--- config.mk ---
export PLATFORM = sky130hd
export DESIGN_NAME = sup_timer
export DESIGN_NICKNAME = d
export VERILOG_FILES = /design/src/sup_pkg.sv /design/src/sup_timer.sv
export SDC_FILE = /design/constraint.sdc
export NUM_CORES = 1
export LEC_CHECK = 0
export BUFFER_PORTS_ARGS = -buffer_cell sky130_fd_sc_hd__buf_2
export CORE_MARGIN = 5
export CORE_UTILIZATION = 51
export CTS_CLUSTER_DIAMETER = 200
export DETAILED_ROUTE_END_ITERATION = 10
export PLACE_DENSITY = 0.75
export REMOVE_ABC_BUFFERS = 1
export SLEW_MARGIN = 25
export SYNTH_ARGS = -nofsm -noshare
export SYNTH_HDL_FRONTEND = slang
export SYNTH_SLANG_ARGS = --single-unit
--- constraint.sdc ---
create_clock -name clk_sys -period 5.5 [get_ports clk_sys]
set_clock_uncertainty 0.05 [all_clocks]
set_input_delay 0.825 -clock clk_sys [delete_from_list [all_inputs] [get_ports clk_sys]]
set_output_delay 0.825 -clock clk_sys [all_outputs]
set_load 0.005 [all_outputs]
--- src/sup_pkg.sv ---
// Package for the supervision timer: map, fields, timing constants and bus types
package sup_pkg;

  // Clock and oscillator rates
  localparam int unsigned CLK_HZ           = 100_000_000;
  localparam int unsigned OSC_HZ           = 128_000;
  localparam int unsigned OSC_TICK_CYCLES  = CLK_HZ / OSC_HZ;
  localparam int unsigned BASE_TIMEOUT     = 2048;
  localparam int unsigned WIN_CYCLES       = 4;

  // Register offsets
  localparam logic [3:0] ADDR_CTRL = 4'h0;
  localparam logic [3:0] ADDR_STAT = 4'h1;

  // Control register field positions
  localparam int unsigned CTRL_IRQ_FLAG = 7;
  localparam int unsigned CTRL_IRQ_EN   = 6;
  localparam int unsigned CTRL_PS_HI    = 5;
  localparam int unsigned CTRL_CE       = 4;
  localparam int unsigned CTRL_RE       = 3;
  localparam int unsigned CTRL_PS_LO    = 0;

  // Status register field positions
  localparam int unsigned STAT_RST_FLAG = 3;

  // Reset values
  localparam logic [3:0] PS_RESET      = 4'h0;
  localparam logic       RE_RESET      = 1'b0;
  localparam logic       IE_RESET      = 1'b0;
  localparam logic [3:0] PS_LAST_VALID = 4'h9;

  // Register bus request
  typedef struct packed {
    logic [3:0] addr;
    logic [7:0] wdata;
    logic       wr;
    logic       rd;
  } sup_req_s;

endpackage

--- src/sup_timer.sv ---
// Supervision timer with interrupt, system reset and timed configuration lock
//
// How it works
// [RULE1] Counter ticks from divided oscillator enable
// [RULE2] Restart strobe zeroes counter; software restarts early
// [RULE3] Expiry issues interrupt or reset by mode
// [RULE4] Interrupt mode: expiry raises interrupt only
// [RULE5] Interrupt request also drives wake output
// [RULE6] Reset mode: expiry asserts system reset
// [RULE7] Combined mode: interrupt first, then reset mode
// [RULE8] Always-on fuse forces reset-only mode
// [RULE9] Fuse: reset enable reads 1, irq 0
// [RULE10] Clear reset or prescale needs opening write
// [RULE11] Setting write must land within four cycles
// [RULE12] Timer stays enabled after its own reset
// [RULE13] Software clears reset flag and enable
// [RULE14] Software restarts before shortening prescale
// [RULE15] Prescale field bits 5 and 2..0
// [RULE16] Codes 0..9: 2048 shl code cycles
// [RULE17] Window lapses: change enable self-clears
//
// The implementer's own choices: the strobed register port and the address map.
`timescale 1ns/1ps
`default_nettype none

module sup_timer
  import sup_pkg::*;
#(
  parameter int unsigned TICK_DIV  = OSC_TICK_CYCLES, // Clocks per oscillator cycle
  parameter int unsigned BASE_CNT  = BASE_TIMEOUT     // Oscillator cycles at code 0
) (
  input  wire logic     clk_sys,        // System clock, 100 MHz
  input  wire logic     rst_n,          // Power-on reset, async, active low
  input  wire sup_req_s req,            // Register bus request
  output logic [7:0]    rdata,          // Read data, cycle after read strobe
  input  wire logic     restart,        // Restart instruction strobe
  input  wire logic     always_on_fuse, // Fuse programmed: reset-only mode
  output logic          timeout_irq,    // Interrupt request to core
  output logic          wake_req,       // Wake from sleep request
  output logic          sys_reset       // One-cycle system reset request
);

  logic [15:0] div_cnt;
  logic        osc_tick;
  logic [19:0] cnt;
  logic [20:0] timeout_len;
  logic        expire;
  logic [3:0]  timeout_prescale_select;
  logic        reset_enable_bit;
  logic        timeout_irq_enable_bit;
  logic        change_enable_bit;
  logic [2:0]  win_cnt;
  logic        irq_flag;
  logic        timeout_reset_flag;
  logic        eff_re;
  logic        eff_ie;
  logic        running;
  logic        ctrl_wr;
  logic        stat_wr;
  logic [3:0]  wr_ps;
  logic [3:0]  ps_eff;

  // Decoded writes and written prescale code
  assign ctrl_wr = req.wr && (req.addr == ADDR_CTRL);
  assign stat_wr = req.wr && (req.addr == ADDR_STAT);
  assign wr_ps   = {req.wdata[CTRL_PS_HI], req.wdata[CTRL_PS_LO +: 3]}; // [RULE15]

  // Fuse overrides software mode bits
  assign eff_re  = reset_enable_bit | always_on_fuse;          // [RULE8] [RULE9]
  assign eff_ie  = timeout_irq_enable_bit & ~always_on_fuse;   // [RULE9]
  assign running = eff_re | eff_ie;

  // Oscillator cycle enable; slow clock modelled as a divided enable
  always_ff @(posedge clk_sys or negedge rst_n) begin
    if (!rst_n) begin
      div_cnt  <= 16'h0000;
      osc_tick <= 1'b0;
    end else if (div_cnt == 16'(TICK_DIV - 1)) begin
      div_cnt  <= 16'h0000;
      osc_tick <= 1'b1;                                         // [RULE1]
    end else begin
      div_cnt  <= div_cnt + 16'h0001;
      osc_tick <= 1'b0;
    end
  end

  // Reserved codes fall back to the longest period, never shorter
  assign ps_eff      = (timeout_prescale_select > PS_LAST_VALID) ?
                       PS_LAST_VALID : timeout_prescale_select;
  assign timeout_len = 21'(BASE_CNT) << ps_eff;                // [RULE16]
  assign expire      = running && osc_tick && !restart &&
                       ({1'b0, cnt} == timeout_len - 21'h000001); // [RULE3]

  // Oscillator cycle counter
  always_ff @(posedge clk_sys or negedge rst_n) begin
    if (!rst_n) begin
      cnt <= 20'h00000;
    end else if (restart || !running || expire) begin
      cnt <= 20'h00000;                                         // [RULE2]
    end else if (osc_tick) begin
      cnt <= cnt + 20'h00001;                                   // [RULE1]
    end
  end

  // Timed change window: opened by writing change and reset enable as one
  always_ff @(posedge clk_sys or negedge rst_n) begin
    if (!rst_n) begin
      change_enable_bit <= 1'b0;
      win_cnt           <= 3'h0;
    end else if (ctrl_wr && req.wdata[CTRL_CE] && req.wdata[CTRL_RE]
                 && !change_enable_bit) begin
      change_enable_bit <= 1'b1;                                // [RULE10]
      win_cnt           <= 3'(WIN_CYCLES);
    end else if (ctrl_wr && change_enable_bit) begin
      change_enable_bit <= 1'b0;                                // [RULE10]
      win_cnt           <= 3'h0;
    end else if (win_cnt != 3'h0) begin
      win_cnt <= win_cnt - 3'h1;                                // [RULE11]
      if (win_cnt == 3'h1) begin
        change_enable_bit <= 1'b0;                              // [RULE17]
      end
    end
  end

  // Reset enable and prescale; not cleared by the system reset we issue
  always_ff @(posedge clk_sys or negedge rst_n) begin
    if (!rst_n) begin
      reset_enable_bit        <= RE_RESET;
      timeout_prescale_select <= PS_RESET;
    end else if (ctrl_wr) begin
      if (change_enable_bit) begin
        reset_enable_bit        <= req.wdata[CTRL_RE];          // [RULE10] [RULE11]
        timeout_prescale_select <= wr_ps;                       // [RULE15]
      end else if (req.wdata[CTRL_RE]) begin
        reset_enable_bit <= 1'b1;                               // Setting needs no sequence
      end
    end
  end

  // Interrupt enable; combined mode drops it at first expiry
  always_ff @(posedge clk_sys or negedge rst_n) begin
    if (!rst_n) begin
      timeout_irq_enable_bit <= IE_RESET;
    end else if (expire && eff_ie && eff_re) begin
      timeout_irq_enable_bit <= 1'b0;                           // [RULE7]
    end else if (ctrl_wr) begin
      timeout_irq_enable_bit <= req.wdata[CTRL_IRQ_EN];
    end
  end

  // Sticky interrupt flag; set beats a same-cycle write-one clear
  always_ff @(posedge clk_sys or negedge rst_n) begin
    if (!rst_n) begin
      irq_flag <= 1'b0;
    end else if (expire && eff_ie) begin
      irq_flag <= 1'b1;                                         // [RULE4] [RULE7]
    end else if (ctrl_wr && req.wdata[CTRL_IRQ_FLAG]) begin
      irq_flag <= 1'b0;
    end
  end

  // System reset pulse and its sticky flag; software clears flag by writing 0
  always_ff @(posedge clk_sys or negedge rst_n) begin
    if (!rst_n) begin
      sys_reset          <= 1'b0;
      timeout_reset_flag <= 1'b0;
    end else begin
      sys_reset <= expire && eff_re && !eff_ie;                 // [RULE6] [RULE12]
      if (expire && eff_re && !eff_ie) begin
        timeout_reset_flag <= 1'b1;                             // [RULE6]
      end else if (stat_wr && !req.wdata[STAT_RST_FLAG]) begin
        timeout_reset_flag <= 1'b0;
      end
    end
  end

  // Interrupt and wake are the pending flag; works with no other clock
  assign timeout_irq = irq_flag;                                // [RULE4]
  assign wake_req    = irq_flag;                                // [RULE5]

  // Read port, data one cycle after the strobe; fuse forces mode bits
  always_ff @(posedge clk_sys or negedge rst_n) begin
    if (!rst_n) begin
      rdata <= 8'h00;
    end else if (req.rd && req.addr == ADDR_CTRL) begin
      rdata <= {irq_flag, eff_ie, timeout_prescale_select[3], change_enable_bit,
                eff_re, timeout_prescale_select[2:0]};          // [RULE9]
    end else if (req.rd && req.addr == ADDR_STAT) begin
      rdata <= {4'h0, timeout_reset_flag, 3'h0};
    end else begin
      rdata <= 8'h00;                                           // Unmapped and idle read 0
    end
  end

endmodule // sup_timer

`default_nettype wire

==> results.cfg <==
[critical_path]
crit_path_top_delay_cell = sky130_fd_sc_hd__nor3_2
r2r_cells = 7
critical_path.cell_chain = or4b_2 > ha_1 > xor2_1 > xnor2_1 > o21ai_0 > nor3_2 > a211oi_1
cp_slowest_stage_delay_ns = 0.82
arrival_ns = 3.31
path_max_fanout = 15
worst_ep_required_time_ns = 5.62
critical_path.reg2reg.startpoint = timeout_prescale_select[2]$_DFFE_PN0P_
cp-start-kind = register
timing.reg2reg.setup_slack_ns = 2.31
timing_worst_setup_path_type = reg2reg
terminus_of_the_critical_flop_to_flop_path = cnt[0]$_DFFE_PN0P_
worst_setup_path_end_kind = register

[logic_synthesis]
synth.yosys.warnings = 0
synthDistinctLibCells = 57
synth_simple_gate_area_share_pct = 23.7
postSynthCellCount = 309
async_set_reset_flop_share_out_of_synthesis_pct = 100
synth_fa_ha_area_share_pct = 2.77
synth_compound_gate_area_share_pct = 12.2
synthXorXnorAreaFrac_pct = 8.05
synth.area.mux_share_pct = 2.77
number_of_synthesized_flops_with_an_enable_pin = 0
yosysSeqAreaShare_pct = 46.0
ys_ff_latch = 58
synthesis.area_per_instance_sq_um = 10.2
largest_family_of_logic_cells_by_synthesized_area = simple AND/OR/NAND/NOR gates
synth_top_flop_cell = sky130_fd_sc_hd__dfrtp_1
cell_area_synth_sq_um = 3160

[route]
route.detailed.drc = 0
highest_metal_layer_used_by_the_detailed_router = met4
postRouteWirelength_microns = 6190
vias_per_cell = 5.77
wl_per_cell_microns = 15.0
met1Wirelength_microns = 2740
drtPass1Iterations = 4
drt_first_iter_violations = 129
count_of_vias_placed_by_the_detailed_router = 2383
met2_wirelength_microns = 2960
route.antenna.remaining_nets = 0
wl_met3_microns = 406

[global_route]
grt_usage_pct = 17.7
grt_remaining_overflow = 0
grt_antenna_before_repair = 0
first_global_vias = 2368
grt_max_degree = 59
grt_pass1_wl_microns = 10700

[timing]
hold_violations = 0
fmax_ghz = 0.314
slew_of_the_pin_with_the_lowest_slew_margin_ns = 0.977
setup_viol_count_final = 0
final_min_period_over_clock_period_pct = 57.9
rsz_0062_raised_after_global_routing = no
accumulated_negative_setup_slack_ns = 0
final-max-slew-violation-count = 0
finalCriticalPeriod_ns = 3.19
slew-limit-headroom_pct = 34.5

[power_and_ir_drop]
switching_part_of_the_total_power_pct = 31.5
power_frac_seq_pct = 42.7
comb_power_share_pct = 23.6
clockPowerShare_pct = 33.7
worst_ir_drop_vdd_mv = 0.184
power.density_nw_per_um2 = 336
power.internal_uw = 801
total_switching_power_uw = 368
total_leakage_power_nw = 1.55

[floorplan]
count_of_standard_cell_rows = 28
floorplan.die.height_microns = 88.7
floorplan.die_area_sq_um = 7860
design.core.area_sq_um = 5960
initial_core_util_pct = 53.0
floorplan.die.width_microns = 88.7
ioPinCount = 29

[clock_tree]
clock_pin_slew_of_the_registers_on_the_worst_case_setup_and_hold_paths_ns = 0.06
cts_num_sinks = 58
post_cts_repair_setup_buffers = 0
clk-insertion-delay-late_ns = 0.34
cts_hold_buffers = 0
ctsResizeCount = 0
clk_root_buffer_cell = sky130_fd_sc_hd__clkbuf_8
cts_tree = built
cts_max_path_buffers = 2
h-tree-depth = 3
num_cts_buffers = 9

[finish]
final_layout_size_suffix_gt1_share_pct = 19.2
stdcell_count = 413
final_core_utilization_pct = 58.5
antenna-diode-count = 0
fin_nets = 358
area.growth.synth_to_final_pct = 10.3
multi_input_area_sq_um = 1560
register_area_sq_um = 1450
fill_count = 507

[placed_design]
place.port_buffers = 28
gp_congestion = 0.894
placedCellCount = 397
detailed_place_hpwl_microns = 4240

[run]
drv.max_cap_violation_count = 0

[outcome]
outcome = complete, no violations

[worst_hold_path]
worst_min_delay_path_class = reg2reg
holdCritStartpoint = div_cnt[15]$_DFF_PN0_
whs_path_depth = 1
timing.hold.worst_endpoint = div_cnt[15]$_DFF_PN0_
[layout make-up]
class | instances | share of cell area, %
multi-input cells | 227 | 44.8
flip-flops and latches | 58 | 41.7
clock buffers | 14 | 4.67
repair buffers | 29 | 4.24
well taps | 75 | 2.69
clock inverters | 2 | 1.01
inverters | 8 | 0.862
[flip-flops by register name, summed over array words and instances, names as in the netlist]
| name | cells |
|---|---|
| cnt | 20 |
| reset_enable_bit | 1 |
| win_cnt | 3 |
| timeout_prescale_select | 4 |
| change_enable_bit | 1 |
| rdata | 8 |
| osc_tick | 1 |
| timeout_irq | 1 |
| sys_reset | 1 |
| timeout_reset_flag | 1 |
| timeout_irq_enable_bit | 1 |
| div_cnt | 16 |
[per-layer routing]
metal,global-route usage (%),vias to the layer above
li1,-,1166
met1,22.5,1145
met2,28.6,63
met3,4.93,9
met4,7.28,0
met5,0,-
[cells in the final DEF (no fill, tap or decap), drive strengths merged, types with 6 or more instances in the layout]
| master | n |
|---|---|
| a21oi | 13 |
| mux2 | 6 |
| nor4 | 6 |
| xor2 | 13 |
| buf | 29 |
| xnor2 | 16 |
| nand3 | 14 |
| nor3 | 13 |
| dfrtp | 58 |
| o21ai | 15 |
| and2 | 8 |
| nand2 | 18 |
| clkbuf | 14 |
| ha | 7 |
| a211oi | 9 |
| nand4 | 10 |
| inv | 8 |
| nor2 | 24 |
[Yosys cell counts (all sizes together), types with 2 or more instances]
library cell | number | share of area (%)
a31o | 2 | 0.55
and3 | 4 | 0.83
xor2 | 13 | 3.6
mux2 | 6 | 2.1
xnor2 | 16 | 4.4
nand2 | 18 | 2.1
o211ai | 2 | 0.48
nand2b | 3 | 0.59
a21oi | 13 | 2.1
and4 | 5 | 1.5
nand3 | 14 | 2.2
mux2i | 2 | 0.63
buf | 15 | 3.5
o31a | 4 | 1.1
and4b | 2 | 0.63
o211a | 2 | 0.63
nor2 | 24 | 3.1
or4 | 2 | 0.59
inv | 8 | 0.95
or2 | 2 | 0.40
dfrtp | 58 | 46
ha | 7 | 2.8
nor2b | 4 | 0.79
a211oi | 9 | 2.5
o21ai | 15 | 2.5
nand4 | 10 | 2.5
nor3 | 13 | 2.5
or4b | 2 | 0.63
and2 | 8 | 1.6
o31ai | 2 | 0.48
or3 | 5 | 0.99
nor4 | 6 | 1.2
[worst max path at each step]
stage,from,to,slack (ns),cells after the start
2_1_floorplan,timeout_prescale_select[3]$_DFFE_PN0P_,cnt[0]$_DFFE_PN0P_,2.73,7
3_3_place_gp,timeout_prescale_select[2]$_DFFE_PN0P_,cnt[18]$_DFFE_PN0P_,2.41,7
3_5_place_dp,timeout_prescale_select[2]$_DFFE_PN0P_,cnt[18]$_DFFE_PN0P_,2.34,7
4_1_cts,timeout_prescale_select[2]$_DFFE_PN0P_,cnt[7]$_DFFE_PN0P_,2.33,7
5_1_grt,timeout_prescale_select[2]$_DFFE_PN0P_,cnt[0]$_DFFE_PN0P_,2.09,7
6_report,timeout_prescale_select[2]$_DFFE_PN0P_,cnt[0]$_DFFE_PN0P_,2.31,7
[critical path, delay by kind of cell (launching register included)]
family	cells	cell delay, ns
AOI/OAI and AO/OA	2	0.34
xor gates and xnor gates	2	0.34
adders and majority gates	1	0.25
DFF	1	0.53
and+or+nand+nor	2	1.51
[cells by family after synthesis]
kind of cell	Yosys count
DFF	58
and+or+nand+nor	126
buffers and inverters	24
AOI/OAI and AO/OA	57
adders and majority gates	7
xor gates and xnor gates	29
muxes	8
[power by group through the flow]
stage / Clock (mW) / Sequential [mW] / Combinational, mW
floorplan: 0 / 0.494 / 0.206
global placement: 0 / 0.502 / 0.262
detailed placement: 0 / 0.506 / 0.274
CTS: 0.400 / 0.498 / 0.278
global route: 0.423 / 0.504 / 0.311
finish: 0.394 / 0.499 / 0.276
[through the flow]
stage                     hold WS [ns]  instance area [sq um]  power (mW)  setup WS (ns)
after floorplan                  0.396                   3040       0.700           2.73
after global placement           0.414                   3280       0.764           2.41
after detailed placement         0.413                   3280       0.780           2.34
after CTS                        0.428                   3480        1.18           2.33
after global routing             0.457                   3480        1.24           2.09
final                            0.427                   3480        1.17           2.31
Power figures use the tool's default switching activity.
